--- src/verilog/msmc_pkg.sv ---
// Shared constants and types for the channel function button controller
package msmc_pkg;
    localparam int MSMC_NUM_CH = 16;
    localparam int MSMC_NUM_AUX = 4;
    // Solo-in-place button hold time before engaging
    localparam int MSMC_SIP_HOLD_MS = 1000;
    localparam int MSMC_CLK_HZ = 50000000;
    localparam int MSMC_SIP_HOLD_CYC = (MSMC_SIP_HOLD_MS * (MSMC_CLK_HZ / 1000));
    typedef enum logic [2:0] {
        MSMC_MODE_RET = 3'b001,
        MSMC_MODE_SOLO = 3'b010,
        MSMC_MODE_MUTE = 3'b100
    } msmc_mode_t;
    typedef enum logic [2:0] {
        MSMC_BUS_AFL = 3'b001,
        MSMC_BUS_PFL = 3'b010,
        MSMC_BUS_SIP = 3'b100
    } msmc_bus_t;
    localparam msmc_mode_t MSMC_MODE_RST = MSMC_MODE_SOLO;
    localparam msmc_bus_t MSMC_BUS_RST = MSMC_BUS_AFL;
    // Lamp colour codes
    localparam logic [1:0] MSMC_LAMP_OFF = 2'h0;
    localparam logic [1:0] MSMC_LAMP_ORANGE = 2'h1;
    localparam logic [1:0] MSMC_LAMP_YELLOW = 2'h2;
    localparam logic [1:0] MSMC_LAMP_RED = 2'h3;
endpackage

--- src/verilog/msmc_ctrl.sv ---
// Channel function button, solo bus and talkback controller
// Notes on behaviour
// - In return mode a channel press toggles its playback return source.
// - Engaged playback return disconnects that channel's analog input from the mix.
// - In return mode, buttons of channels with return engaged light orange.
// - In solo mode, channel and aux presses toggle their solo state.
// - Soloed channels route to main or monitor outputs per solo-bus mode.
// - In solo mode, soloed channel or bus buttons light yellow.
// - Soloing a channel or bus selects it and lights its select button.
// - Solo-in-place solo mode: soloed yellow, other channels red unless manually unmuted; presses still solo.
// - In mute mode, channel and aux presses toggle muting to main and aux.
// - In mute mode, muted channel or bus buttons light red.
// - Solo bus has after-fader, pre-fader, solo-in-place modes; after-fader default.
// - After-fader listen taps soloed channels after the fader.
// - Pre-fader listen taps soloed channels before the fader.
// - Listen modes feed only the solo bus; main and aux mixes unchanged.
// - Aux bus solos always use the pre-fader tap.
// - After-fader tap is never offered for aux buses.
// - Solo-in-place mutes unsoloed input channels in mains while any input channel is soloed; aux buses excluded.
// - Solo-in-place muting applies to main bus only, not aux mixes.
// - Operator may manually unmute a channel during solo-in-place.
// - Solo-in-place engages only after a long hold; short press does not engage it.
// - Two talkback assign buttons toggle independently and light while assigned.
// - Talkback enable toggles on each press and lights while active.
module msmc_ctrl
    import msmc_pkg::*;
#(
    parameter int NUM_CH = MSMC_NUM_CH,
    parameter int NUM_AUX = MSMC_NUM_AUX,
    parameter int SIP_HOLD_CYC = MSMC_SIP_HOLD_CYC
) (
    input wire logic clk,
    input wire logic rst_b,
    input wire logic ret_mode_press,
    input wire logic solo_mode_press,
    input wire logic mute_mode_press,
    input wire logic [NUM_CH-1:0] ch_btn_press,
    input wire logic [NUM_AUX-1:0] aux_btn_press,
    input wire logic afl_press,
    input wire logic pfl_press,
    input wire logic sip_btn,
    input wire logic [NUM_CH-1:0] ch_unmute_press,
    input wire logic tb_assign12_press,
    input wire logic tb_assign34_press,
    input wire logic tb_enable_press,
    output logic [2:0] mode_lamp,
    output logic [2:0] bus_mode,
    output logic sip_lamp_red,
    output logic [2*NUM_CH-1:0] ch_lamp,
    output logic [2*NUM_AUX-1:0] aux_lamp,
    output logic [NUM_CH-1:0] ch_return_sel,
    output logic [NUM_CH-1:0] ch_analog_to_mix,
    output logic [NUM_CH-1:0] ch_main_mute,
    output logic [NUM_CH-1:0] ch_aux_mute,
    output logic [NUM_AUX-1:0] aux_mute,
    output logic [NUM_CH-1:0] ch_solo_pre,
    output logic [NUM_CH-1:0] ch_solo_post,
    output logic [NUM_AUX-1:0] aux_solo_pre,
    output logic [NUM_CH+NUM_AUX-1:0] select_lamp,
    output logic tb_assign12,
    output logic tb_assign34,
    output logic tb_enable
);
    localparam int NSRC = NUM_CH + NUM_AUX;
    localparam int HW = $clog2(SIP_HOLD_CYC + 1);
    localparam logic [HW-1:0] HOLD_MAX = HW'(SIP_HOLD_CYC);

    msmc_mode_t mode_q, mode_d;
    msmc_bus_t bus_q, bus_d;
    logic [NUM_CH-1:0] ret_q;
    logic [NSRC-1:0] solo_q, mute_q, sel_q, sel_d;
    logic [NUM_CH-1:0] sip_unm_q;
    logic [HW-1:0] hold_q;
    logic sip_armed_q;
    logic tb12_q, tb34_q, tben_q;
    logic [2*NUM_CH-1:0] ch_lamp_d;
    logic [2*NUM_AUX-1:0] aux_lamp_d;
    wire [NSRC-1:0] src_press = {aux_btn_press, ch_btn_press};
    wire in_ret = (mode_q == MSMC_MODE_RET);
    wire in_solo = (mode_q == MSMC_MODE_SOLO);
    wire in_mute = (mode_q == MSMC_MODE_MUTE);
    wire sip_on = (bus_q == MSMC_BUS_SIP);
    wire [NUM_CH-1:0] ret_tog = in_ret ? ch_btn_press : '0;
    wire [NSRC-1:0] solo_tog = in_solo ? src_press : '0;
    wire [NSRC-1:0] mute_tog = in_mute ? src_press : '0;
    wire [NSRC-1:0] solo_n = solo_q ^ solo_tog;
    wire [NUM_CH-1:0] ch_solo = solo_q[NUM_CH-1:0];
    wire any_ch_solo = |ch_solo;
    wire hold_done = sip_btn && (hold_q == HOLD_MAX);

    always_comb begin
        mode_d = mode_q;
        if (ret_mode_press) begin
            mode_d = MSMC_MODE_RET;
        end else if (solo_mode_press) begin
            mode_d = MSMC_MODE_SOLO;
        end else if (mute_mode_press) begin
            mode_d = MSMC_MODE_MUTE;
        end
    end

    always_comb begin
        bus_d = bus_q;
        if (hold_done && !sip_armed_q) begin
            bus_d = MSMC_BUS_SIP;
        end else if (pfl_press) begin
            bus_d = MSMC_BUS_PFL;
        end else if (afl_press) begin
            bus_d = MSMC_BUS_AFL;
        end else if (sip_on && sip_btn && !sip_armed_q) begin
            // Short press while engaged leaves it
            bus_d = MSMC_BUS_AFL;
        end
    end

    always_comb begin
        sel_d = sel_q;
        for (int i = 0; i < NSRC; i++) begin
            if (solo_tog[i] && solo_n[i]) begin
                sel_d = '0;
                sel_d[i] = 1'b1;
            end
        end
    end

    always_ff @(posedge clk or negedge rst_b) begin
        if (!rst_b) begin
            mode_q <= MSMC_MODE_RST;
            bus_q <= MSMC_BUS_RST;
            ret_q <= '0;
            solo_q <= '0;
            mute_q <= '0;
            sel_q <= '0;
        end else begin
            mode_q <= mode_d;
            bus_q <= bus_d;
            ret_q <= ret_q ^ ret_tog;
            solo_q <= solo_n;
            mute_q <= mute_q ^ mute_tog;
            sel_q <= sel_d;
        end
    end

    always_ff @(posedge clk or negedge rst_b) begin
        if (!rst_b) begin
            hold_q <= '0;
            sip_armed_q <= 1'b0;
        end else begin
            hold_q <= !sip_btn ? '0 : (hold_done ? hold_q : hold_q + 1'b1);
            // Armed blocks retrigger until release
            sip_armed_q <= sip_btn && (sip_armed_q || hold_done || sip_on);
        end
    end

    always_ff @(posedge clk or negedge rst_b) begin
        if (!rst_b) begin
            sip_unm_q <= '0;
        end else if (!sip_on) begin
            sip_unm_q <= '0;
        end else begin
            sip_unm_q <= sip_unm_q ^ ch_unmute_press;
        end
    end

    always_ff @(posedge clk or negedge rst_b) begin
        if (!rst_b) begin
            tb12_q <= 1'b0;
            tb34_q <= 1'b0;
            tben_q <= 1'b0;
        end else begin
            tb12_q <= tb12_q ^ tb_assign12_press;
            tb34_q <= tb34_q ^ tb_assign34_press;
            tben_q <= tben_q ^ tb_enable_press;
        end
    end

    wire [NUM_CH-1:0] sip_mute = (sip_on && any_ch_solo) ? (~ch_solo & ~sip_unm_q) : '0;
    wire [NUM_CH-1:0] analog_n = ~ret_q;
    wire [NUM_CH-1:0] aux_mute_n = mute_q[NUM_CH-1:0];
    // listen modes leave main mix alone
    wire [NUM_CH-1:0] main_mute_n = mute_q[NUM_CH-1:0] | sip_mute;
    wire [NUM_CH-1:0] post_n = (bus_q == MSMC_BUS_AFL) ? ch_solo : '0;
    wire [NUM_CH-1:0] pre_n = (bus_q != MSMC_BUS_AFL) ? ch_solo : '0;

    function automatic logic [1:0] lamp_of(input logic r, input logic s, input logic m,
                                           input logic sipm);
        logic [1:0] c;
        c = MSMC_LAMP_OFF;
        if (in_ret && r) begin
            c = MSMC_LAMP_ORANGE;
        end else if (in_solo && s) begin
            c = MSMC_LAMP_YELLOW;
        end else if (in_solo && sipm) begin
            c = MSMC_LAMP_RED;
        end else if (in_mute && m) begin
            c = MSMC_LAMP_RED;
        end
        return c;
    endfunction

    always_comb begin
        ch_lamp_d = '0;
        aux_lamp_d = '0;
        for (int i = 0; i < NUM_CH; i++) begin
            ch_lamp_d[2*i +: 2] = lamp_of(ret_q[i], solo_q[i], mute_q[i], sip_mute[i]);
        end
        for (int j = 0; j < NUM_AUX; j++) begin
            aux_lamp_d[2*j +: 2] = lamp_of(1'b0, solo_q[NUM_CH+j], mute_q[NUM_CH+j], 1'b0);
        end
    end

    // Registered outputs; one cycle behind the state
    always_ff @(posedge clk or negedge rst_b) begin
        if (!rst_b) begin
            mode_lamp <= '0;
            bus_mode <= '0;
            sip_lamp_red <= 1'b0;
            ch_lamp <= '0;
            aux_lamp <= '0;
            ch_return_sel <= '0;
            ch_analog_to_mix <= '0;
            ch_main_mute <= '0;
            ch_aux_mute <= '0;
            aux_mute <= '0;
            ch_solo_pre <= '0;
            ch_solo_post <= '0;
            aux_solo_pre <= '0;
            select_lamp <= '0;
            tb_assign12 <= 1'b0;
            tb_assign34 <= 1'b0;
            tb_enable <= 1'b0;
        end else begin
            mode_lamp <= mode_q;
            bus_mode <= bus_q;
            sip_lamp_red <= sip_on;
            ch_lamp <= ch_lamp_d;
            aux_lamp <= aux_lamp_d;
            ch_return_sel <= ret_q;
            ch_analog_to_mix <= analog_n;
            ch_main_mute <= main_mute_n;
            ch_aux_mute <= aux_mute_n;
            aux_mute <= mute_q[NSRC-1:NUM_CH];
            ch_solo_pre <= pre_n;
            ch_solo_post <= post_n;
            // aux solos pre-fader, no post tap for aux
            aux_solo_pre <= solo_q[NSRC-1:NUM_CH];
            select_lamp <= sel_q;
            tb_assign12 <= tb12_q;
            tb_assign34 <= tb34_q;
            tb_enable <= tben_q;
        end
    end

    property p_return_blocks_analog;
        @(posedge clk) disable iff (!rst_b) ##1 (ch_return_sel & ch_analog_to_mix) == '0;
    endproperty
    a_return_blocks_analog: assert property (p_return_blocks_analog)
        else $error("return and analog both on");

    property p_ret_toggle;
        @(posedge clk) disable iff (!rst_b)
            (in_ret && ch_btn_press[0]) |=> (ret_q[0] != $past(ret_q[0]));
    endproperty
    a_ret_toggle: assert property (p_ret_toggle)
        else $error("return did not toggle");

    property p_one_mode;
        @(posedge clk) disable iff (!rst_b) $onehot(mode_q);
    endproperty
    a_one_mode: assert property (p_one_mode)
        else $error("mode not one-hot");

    property p_short_no_sip;
        @(posedge clk) disable iff (!rst_b)
            (!sip_on && $rose(sip_btn)) ##1 !sip_btn |=> !sip_on;
    endproperty
    a_short_no_sip: assert property (p_short_no_sip)
        else $error("short press entered solo in place");

    property p_sip_aux_clean;
        @(posedge clk) disable iff (!rst_b) ch_aux_mute == $past(mute_q[NUM_CH-1:0]);
    endproperty
    a_sip_aux_clean: assert property (p_sip_aux_clean)
        else $error("aux mute follows solo in place");

    property p_solo_lamp;
        @(posedge clk) disable iff (!rst_b)
            (in_solo && solo_q[0]) |=> ch_lamp[1:0] == MSMC_LAMP_YELLOW;
    endproperty
    a_solo_lamp: assert property (p_solo_lamp)
        else $error("solo lamp not yellow");

    property p_solo_select;
        @(posedge clk) disable iff (!rst_b)
            (in_solo && ch_btn_press[0] && !solo_q[0] && ch_btn_press[NUM_CH-1:1] == '0
             && aux_btn_press == '0) |=> ##1 select_lamp[0];
    endproperty
    a_solo_select: assert property (p_solo_select)
        else $error("solo did not select");

    property p_default_afl;
        @(posedge clk) $rose(rst_b) |-> bus_q == MSMC_BUS_AFL;
    endproperty
    a_default_afl: assert property (p_default_afl)
        else $error("solo bus not after-fader at reset");

    property p_tb_toggle;
        @(posedge clk) disable iff (!rst_b)
            tb_enable_press |=> ##1 (tb_enable != $past(tb_enable));
    endproperty
    a_tb_toggle: assert property (p_tb_toggle)
        else $error("talkback did not toggle");

    c_sip: cover property (@(posedge clk) disable iff (!rst_b) $rose(sip_on));
    c_sip_mute: cover property (@(posedge clk) disable iff (!rst_b) sip_mute != '0);
    c_ret: cover property (@(posedge clk) disable iff (!rst_b) in_ret && ret_q != '0);
    c_tb_both: cover property (@(posedge clk) disable iff (!rst_b) tb12_q && tb34_q);
endmodule // msmc_ctrl

--- config.mk ---
export PLATFORM = sky130hd
export DESIGN_NAME = msmc_ctrl
export DESIGN_NICKNAME = d
export VERILOG_FILES = /design/src/verilog/msmc_pkg.sv /design/src/verilog/msmc_ctrl.sv
export SDC_FILE = /design/constraint.sdc
export NUM_CORES = 1
export LEC_CHECK = 0
export BUFFER_PORTS_ARGS = -buffer_cell sky130_fd_sc_hd__buf_2
export CAP_MARGIN = 10
export CORE_UTILIZATION = 49
export CTS_BUF_LIST = sky130_fd_sc_hd__clkbuf_8 sky130_fd_sc_hd__clkbuf_16
export DETAILED_ROUTE_END_ITERATION = 12
export GPL_TIMING_DRIVEN = 0
export PLACE_DENSITY = 0.75
export SLEW_MARGIN = 15
export SYNTH_ARGS = -nofsm -noshare
export SYNTH_HDL_FRONTEND = slang
export SYNTH_SLANG_ARGS = --single-unit
--- constraint.sdc ---
create_clock -name clk -period 2.2 [get_ports clk]
set_input_delay 0.11 -clock clk [delete_from_list [all_inputs] [get_ports clk]]
set_output_delay 0.11 -clock clk [all_outputs]
set_load 0.01 [all_outputs]
# After elaboration in Yosys (flattened, before gate mapping)
# Cells that the tools add are included.
# totals
regBits	302
wordCells	263
# classes
addsub	1
n_eq_ne	8
muxes	108
bitwise	12
n_reduce_logical	105
# ops
cell	n
$mux 20	22
$mux 2	72
$logic_and 1x1->1	98
$mux 16	5
$mux 26	2
$not 16->16	3
$xor 20x20->20	2
$xor 16x16->16	2
$add 26x1->26 const B	1
$eq 26x26->1 const B	1
$mux 3	7
$reduce_bool 20->1	1
$and 16x16->16	1
$or 16x16->16	1
$reduce_or 16->1	1
$eq 3x1->1 const B	2
$eq 3x3->1 const B	2
$reduce_bool 4->1	1
$eq 3x2->1 const B	1
$ne 3x1->1 const B	1
$reduce_bool 3->1	1
$xor 1x1->1	3
$logic_or 1x1->1	2
$ne 2x2->1 const B	1
$logic_not 1->1	1

# Longest topological paths before layout
# Gate-level depths: netlist (run 1).
# depth
ltp_word	24
mapped_depth	9
ltp_nobuf	7

# Least setup slack after synthesis (run 1)
# No wires, ideal clock.
# synth_timing
kind	register -> register
start	reg mode_q[1]
end	reg sel_q[10]
setup_time_ns	0.066
t_arrival_ns	2.334
required_time_ns	2.134
path_slack_ns	-0.200
path_stages_with_launch	9
path_buffers	1
cell_sequence	dfstp_2 nor3b_1 clkbuf_1 and2_1 ha_1 nor4_2 nand4_2 nor3_4 a22o_1
# synth_between
elab_chain_len	23
# synth_lines
element	line	source
from (decl)	msmc_ctrl.sv:68	msmc_mode_t mode_q, mode_d;
from (signal assigned)	msmc_ctrl.sv:135	mode_q <= mode_d;
$eq 3x2->1 *	msmc_ctrl.sv:80	wire in_solo = (mode_q == MSMC_MODE_SOLO);
$mux 20 *	msmc_ctrl.sv:84	wire [NSRC-1:0] solo_tog = in_solo ? src_press : '0;
$xor 20x20->20	msmc_ctrl.sv:86	wire [NSRC-1:0] solo_n = solo_q ^ solo_tog;
$logic_and 1x1->1	msmc_ctrl.sv:119	if (solo_tog[i] && solo_n[i]) begin
$mux 20 (19 in series)	msmc_ctrl.sv:119	
to (signal assigned)	msmc_ctrl.sv:140	sel_q <= sel_d;
to (decl)	msmc_ctrl.sv:71	logic [NSRC-1:0] solo_q, mute_q, sel_q, sel_d;
# Mark *: on every way between the ends. The rest lies on a longest branch, timed or not.
# A chain may end at the register's enable or synchronous reset.

# Worst setup path in the final report (run 1)
# layout_timing
start	reg mode_q[1]
end	reg sel_q[0]
# Same word-level chain as after synthesis.

==> out/summary.txt, run 1 <==
Mux share of post-synthesis cell area: 0.0898%
Setup ws final: -0.0998 ns
Clk root buf: clkbuf_16
Initial antenna violation count: 0
DRT iter0 DRCs: 435
Max_cap viols: 0
Fin cells: 1520
Fin Clk Skew: 0.0151 ns
Post-Synth XOR/XNOR Area: 5.10%
Netlist cell types: 56
Sequential fraction of the synthesis area: 67.8%
Die area: 23400 sq um
DRC viols: 0
Critical path cell sequence: nor3b_4 > buf_8 > and2_4 > ha_4 > or4_4 > or3_4 > nor4_4
Final Core Density: 66.5%
RSZ-0062 raised after global routing: yes
Top cell type's share of synthesized area: 67.3%
Post-synth EDFFs: 0
Max clock buf depth: 3
Vias in the first global route: 8310
Syn_nets: 967
All-Layer GR Usage: 25.3%
Async SR Flop Fraction: 100%
Synth Area in Adders: 2.47%
Initial Util: 50.5%
WL/cell: 18.7 um
Area grow syn2layout: 31.8%
Overflow after GRT: 0
Reg clk slew, reported paths: 0.06 ns
Critical-path top delay cell: or4_4
Clock latency at the later pin of the worst-skew pair: 0.56 ns
Max incr delay on CP: 0.57 ns
DR pass1 iterations: 5
Reg2reg setup slack: -0.1 ns
Flip-flop and latch count after synthesis: 302
Worst-Margin Slew: 0.806 ns
Failing checks: setup timing
Vias per std cell: 5.25
Outcome: complete, but fails checks
P_leak: 7.25 nW
Detail Placement HPWL: 18.6 mm
YS warnings: 0
Layout Nets: 1284
Commonest non-fill, non-tap cells in the layout: dfrtp_1, buf_2, nand2_1, inv_1, nor2_1
CTS tree: yes
Synth area leaders: dfrtp_1, xnor2_1, nand2_1
Signal arrival time at the worst endpoint: 2.76 ns
Core footprint: 22100 sq um
CP Capture Type: flip-flop
Final Setup Violations: 18
Final Max Slew Viols: 0
Yosys top cell by area: dfrtp_1
Post-route minimum period: 2.30 ns
Worst Setup Start Kind: flip-flop
FMAX: 435 MHz
Synth Area in Simple Gates: 13.1%
Worst R2R End: sel_q[0]
Worst setup path class: flip-flop to flip-flop
Crit Path Max Fanout: 7
H-Tree Depth: 1
Design Power: 17.4 mW
Site row count: 54
Vias: 7979
Die width: 153 um
# port buffers: 220
Worst Reg-to-Reg Cells: 7
Commonest non-fill, non-tap cell in the layout: dfrtp_1
Height of the die: 153 um
Dominant synthesized flop cell: dfrtp_1
Period utilization: 105%
Global-route wire length before repair: 45.5 mm
Detailed Route WL: 28.5 mm
DP Cell Count: 1401
Peak supply drop: 791 uV
Syn Inst Count: 898
Cell Pwr Density: 1180 nW/um^2
Placer Congestion: 0.814
CP Buf/Inv Count: 1
Largest net degree at the start of global routing: 107
Cell Area, Synth: 11200 sq um
Routed Antenna Nets: 0
Hold Crit Class: input port to asynchronous set/reset pin
Main combinational cell family by area after synthesis: simple AND/OR/NAND/NOR gates
Ports: 221
Syn Area/Cell: 12.4 sq um
Layout cell share with drive strength beyond 1: 29.1%
Hold Vio Cnt, Final: 0
CTS Sinks: 302
Synth Area in Compound Gates: 7.30%
Reg2reg start: mode_q[1]
Worst Path Required: 2.66 ns
CP delay by family, top: simple AND/OR/NAND/NOR gates
Slew HR: 46.3%
Num CTS Buffers: 30
stage by stage:
step                 TNS, ns  cell area (sq um)  hold slack, ns  setup WS [ns]
detailed placement    -28.20              12800         -0.0116         -0.656
CTS                    -1.67              14600          0.0836         -0.133
global route           -2.08              14700           0.103         -0.161
floorplan            -0.0603              11200          -0.186        -0.0476
finish                -0.934              14700          0.0983        -0.0998
global placement    -1338.67              12700           0.267          -4.38
how the worst max path moves through the flow:
stage                   start    endpoint  slack [ns]  cells after the start
CTS                 mode_q[1]    sel_q[0]       -0.13                      8
finish              mode_q[1]    sel_q[0]        -0.1                      7
floorplan           mode_q[1]    sel_q[0]       -0.05                      8
detailed placement  mode_q[2]   sel_q[10]       -0.66                      8
global placement        rst_b  ch_lamp[9]       -4.38                      1
global route        mode_q[1]    sel_q[8]       -0.16                      9
cell families after synthesis:
kind of cell / after synthesis
AO/OA/AOI/OAI: 109
XOR/XNOR: 65
adder cells (fa/ha/maj): 22
buffers and inverters: 118
flip-flops: 302
multiplexers: 1
AND/OR/NAND/NOR: 281
worst register-to-register path, stage by stage, from the launching register on:
cell and delay [ns]:
dfstp_2 0.38, nor3b_4 0.16, buf_8 0.14, and2_4 0.14, ha_4 0.17, or4_4 0.57
or3_4 0.37, nor4_4 0.27
registers in the layout, indices dropped and copies added (netlist names), 16 cells and up:
name / flops
ch_analog_to_mix: 16
ch_aux_mute: 16
ch_lamp: 32
ch_main_mute: 16
ch_return_sel: 16
ch_solo_post: 16
ch_solo_pre: 16
hold_q: 26
mute_q: 20
ret_q: 16
sel_q: 20
select_lamp: 20
sip_unm_q: 16
solo_q: 20
final cells by class:
cell class              instances  area [sq um]
fillers                      1627          7390
plain buffers                  26           150
multi-input cells             478          3370
repair buffers                288          1850
clock inverters                19           239
clock buffers                  37           847
well taps                     280           350
flip-flops and latches        302          7560
diodes                          1          2.50
inverters                      89           334
what timing repair did:
action / 4_1_cts / 5_1_grt
setup buffers: 13 / 3
gates cloned: 0 / 0
endpoints found under the hold margin: 309 / 0
pin swaps: 15 / 11
hold buffers: 49 / 0
setup endpoints to repair: 99 / 32
gates resized for setup: 45 / 23
cells in the mapped netlist, types with 6 or more instances:
cell      count
o311ai_0     31
o31ai_1      25
nand3_1      12
dfrtp_1     300
nor2_1       60
xnor2_1      58
nor3_1       11
a21oi_1      23
and2_1       40
nand2_1      92
xor2_1        7
ha_1         22
clkbuf_1     23
inv_1        88
nand4_1       6
a21o_1        8
nor4_1        9
a22o_1        6
or4_1        11
per-layer routing:
metal / part of all wire (%) / GRT usage, % / up-vias
li1: - / - / 3645
met1: 42 / 32.5 / 3985
met2: 49 / 42.6 / 288
met3: 6.3 / 5.19 / 61
met4: 3.2 / 9.19 / 0
met5: 0 / 0 / -
power breakdown:
| part | leakage, nW | internal, mW | total, mW | switching, mW |
|---|---|---|---|---|
| Combinational | 2.88 | 1.62 | 3.58 | 1.96 |
| Sequential | 3.83 | 7.19 | 8.35 | 1.16 |
| Clock | 0.542 | 3.32 | 5.46 | 2.15 |
| Total | 7.25 | 12.1 | 17.4 | 5.27 |
Power figures use the tool's default switching activity.
==> inputs of run 2 (changes only) <==
==> config.mk (replaced) <==
export PLATFORM = sky130hd
export DESIGN_NAME = msmc_ctrl
export DESIGN_NICKNAME = d
export VERILOG_FILES = /design/src/verilog/msmc_pkg.sv /design/src/verilog/msmc_ctrl.sv
export SDC_FILE = /design/constraint.sdc
export NUM_CORES = 1
export LEC_CHECK = 0
export BUFFER_PORTS_ARGS = -buffer_cell sky130_fd_sc_hd__buf_4
export CAP_MARGIN = 15
export CORE_UTILIZATION = 49
export CTS_BUF_LIST = sky130_fd_sc_hd__clkbuf_8 sky130_fd_sc_hd__clkbuf_16
export DETAILED_ROUTE_END_ITERATION = 12
export GPL_TIMING_DRIVEN = 0
export PLACE_DENSITY = 0.75
export SYNTH_ARGS = -nofsm -noshare
export SYNTH_HDL_FRONTEND = slang
export SYNTH_SLANG_ARGS = --single-unit
==> run 2 against run 1 <==
The run still ends with setup timing left. Critical path depth grew 3. Highest routed layer unchanged. Final area increased by 3.2%. Largest power group unchanged. Sequential share of layout area decreased by 1.6 points. Clock skew fell by 0.0058 ns. First-iteration DRC count increased by 15%. Sequential power about the same. Sequential cell count did not move. Setup slack got worse by 0.10 ns. Global-route usage shrank 0.45 points.
==> out/summary.txt, run 2 (synthesis gave the netlist of run 1 again) <==
Outcome: complete, but fails checks
Failing checks: setup timing
Initial Util: 50.5% (unchanged)
Reg clk slew, reported paths: 0.06 ns (about the same)
Period utilization: 109% (+4.7 points)
Worst setup path class: flip-flop to flip-flop
Sw Ratio: 29.9% (-0.36 points)
Detail Placement HPWL: 19.2 mm (+2.9%)
Layout Nets: 1289 (+0.39%)
Signal arrival time at the worst endpoint: 2.88 ns (+0.12 ns)
Design Power: 17.7 mW (+1.6%)
Fin Clk Skew: 0.00931 ns (-0.00578 ns)
Met2 wire length: 14.2 mm (+2.6%)
H-Tree Depth: 1 (unchanged)
Power share of the clock group: 28.4% (-3.0 points)
Clock latency at the later pin of the worst-skew pair: 0.54 ns (-0.02 ns)
Die area: 23400 sq um (unchanged)
Hold Crit Class: input port to asynchronous set/reset pin
Cell count along the critical path: 10 (+3)
Num CTS Buffers: 30 (unchanged)
Hold Vio Cnt, Final: 0 (unchanged)
Height of the die: 153 um (unchanged)
Area grow syn2layout: 36.1%
DR pass1 iterations: 5 (unchanged)
Worst Setup Start Kind: flip-flop
# port buffers: 220 (unchanged)
CP delay by family, top: simple AND/OR/NAND/NOR gates
Post-DP Area: 13300 sq um (+4.1%)
DRT met1 WL: 11.6 mm (-3.1%)
Layout cell share with drive strength beyond 1: 29.2% (+0.067 points)
Int Pwr: 12.4 mW (+2.2%)
Detailed Route WL: 28.7 mm (+0.81%)
Worst Reg-to-Reg Cells: 10 (+3)
Setup crit start: mode_q[1]
Cell Pwr Density: 1160 nW/um^2 (-1.5%)
WL/cell: 18.8 um (+0.55%)
CP Buf/Inv Count: 4 (+3)
Clk root buf: clkbuf_16
Multi-input gate area: 3360 sq um (-0.22%)
DRC viols: 0 (unchanged)
Wire length on met3: 2.29 mm (+28%)
Final Setup Violations: 18 (unchanged)
Placer Congestion: 0.814 (about the same)
Critical path cell sequence: nor3b_4 > buf_8 > and2_4 > ha_4 > or4_4 > buf_4 > nor3_4 > buf_6 > clkbuf_16 > a22o_1
Commonest non-fill, non-tap cell in the layout: dfrtp_1
Setup ws final: -0.202 ns (-0.103 ns)
P_leak: 7.36 nW (+1.5%)
CTS tree: yes
Largest regs: ch_lamp x32, hold_q x26
Fillers: 1532 (-5.8%)
Commonest non-fill, non-tap cells in the layout: dfrtp_1, buf_4, inv_1, nand2_1, nor2_1
DRT iter0 DRCs: 499 (+15%)
Logic pwr share: 24.2% (+3.6 points)
Vias per std cell: 5.27 (+0.40%)
Worst Path Required: 2.68 ns (+0.02 ns)
Worst-Margin Slew: 0.811 ns (+0.00524 ns)
Final Max Slew Viols: 0 (unchanged)
Die width: 153 um (unchanged)
Sequential cell area: 7560 sq um (unchanged)
Max incr delay on CP: 0.56 ns (about the same)
FMAX: 416 MHz (-4.3%)
Ports: 221 (unchanged)
Post-layout instance area: 15200 sq um (+3.2%)
Seq pwr share: 47.4% (-0.6 points)
Crit Path Max Fanout: 8 (+1)
Max_cap viols: 0 (unchanged)
Post-route minimum period: 2.40 ns (+0.103 ns)
Reg2reg start: mode_q[1]
Max clock buf depth: 3 (unchanged)
DP Cell Count: 1400 (-0.071%)
Max reg flops: 32 (unchanged)
DR top layer: met4
Vias in the first global route: 8207 (-1.2%)
Net switching power: 5.29 mW (+0.44%)
CP Capture Type: flip-flop
CTS Sinks: 302 (unchanged)
Critical-path top delay cell: or4_4
All-Layer GR Usage: 24.8% (-0.45 points)
Routed Antenna Nets: 0 (unchanged)
Slew HR: 45.9% (-0.35 points)
Fin cells: 1524 (+0.26%)
Final Core Density: 68.7% (+2.1 points)
Initial antenna violation count: 1 (+1)
Core footprint: 22100 sq um (unchanged)
Global-route wire length before repair: 44.5 mm (-2.3%)
Vias: 8032 (+0.66%)
Site row count: 54 (unchanged)
Most flops, register: ch_lamp
Setup slack at placement: -0.670 ns (-0.0139 ns)
Peak supply drop: 761 uV (-3.7%)
Overflow after GRT: 0 (unchanged)
RSZ-0062 raised after global routing: yes
Largest net degree at the start of global routing: 114 (+6.5%)
==> run 2: metrics by stage <==
step                TNS (ns)  hold WS [ns]
floorplan            -0.0603        -0.186
global placement     -483.74         0.254
detailed placement    -27.73         0.231
CTS                    -2.10         0.249
global route           -3.70         0.297
finish                 -2.37         0.232
==> run 2: area by class of cell <==
type,instances,area share (%)
clock buffers,36,5.57
repair buffers,293,15.9
inverters,89,2.20
well taps,280,2.31
multi-input cells,478,22.1
diodes,1,0.0165
clock inverters,19,0.965
flip-flops and latches,302,49.8
plain buffers,26,1.01
==> run 2: path summary, 6_finish.rpt <==
kind,endpoint,slack [ns]
worst max-delay path,sel_q[17],-0.20
worst min-delay path,solo_q[19],0.23
worst max register to register,sel_q[17],-0.20
worst min register to register,select_lamp[12],0.38
max in group asynchronous,ch_return_sel[11],0.96
min in group clk,tb34_q,0.30
==> run 2: what timing repair did <==
item	CTS	global route
setup endpoints to repair	99	60
hold endpoints to repair	194	0
setup buffers	13	9
pin swaps	9	26
gates cloned	0	1
hold buffers	48	0
gates resized for setup	36	41
==> run 2: per-layer routing <==
layer / GRT usage [%] / vias to the layer above
met3: 6.55 / 56
met1: 31.6 / 4003
met5: 0 / -
met2: 42.1 / 310
met4: 6.83 / 0
li1: - / 3663
==> run 2: power by group through the flow <==
stage	clock, mW	combinational, mW	sequential (mW)
finish	5.02	4.27	8.38
global route	5.33	4.62	8.57
detailed placement	0	3.87	8.44
CTS	5.10	4.12	8.37
floorplan	0	1.15	8.64
global placement	0	3.76	8.39
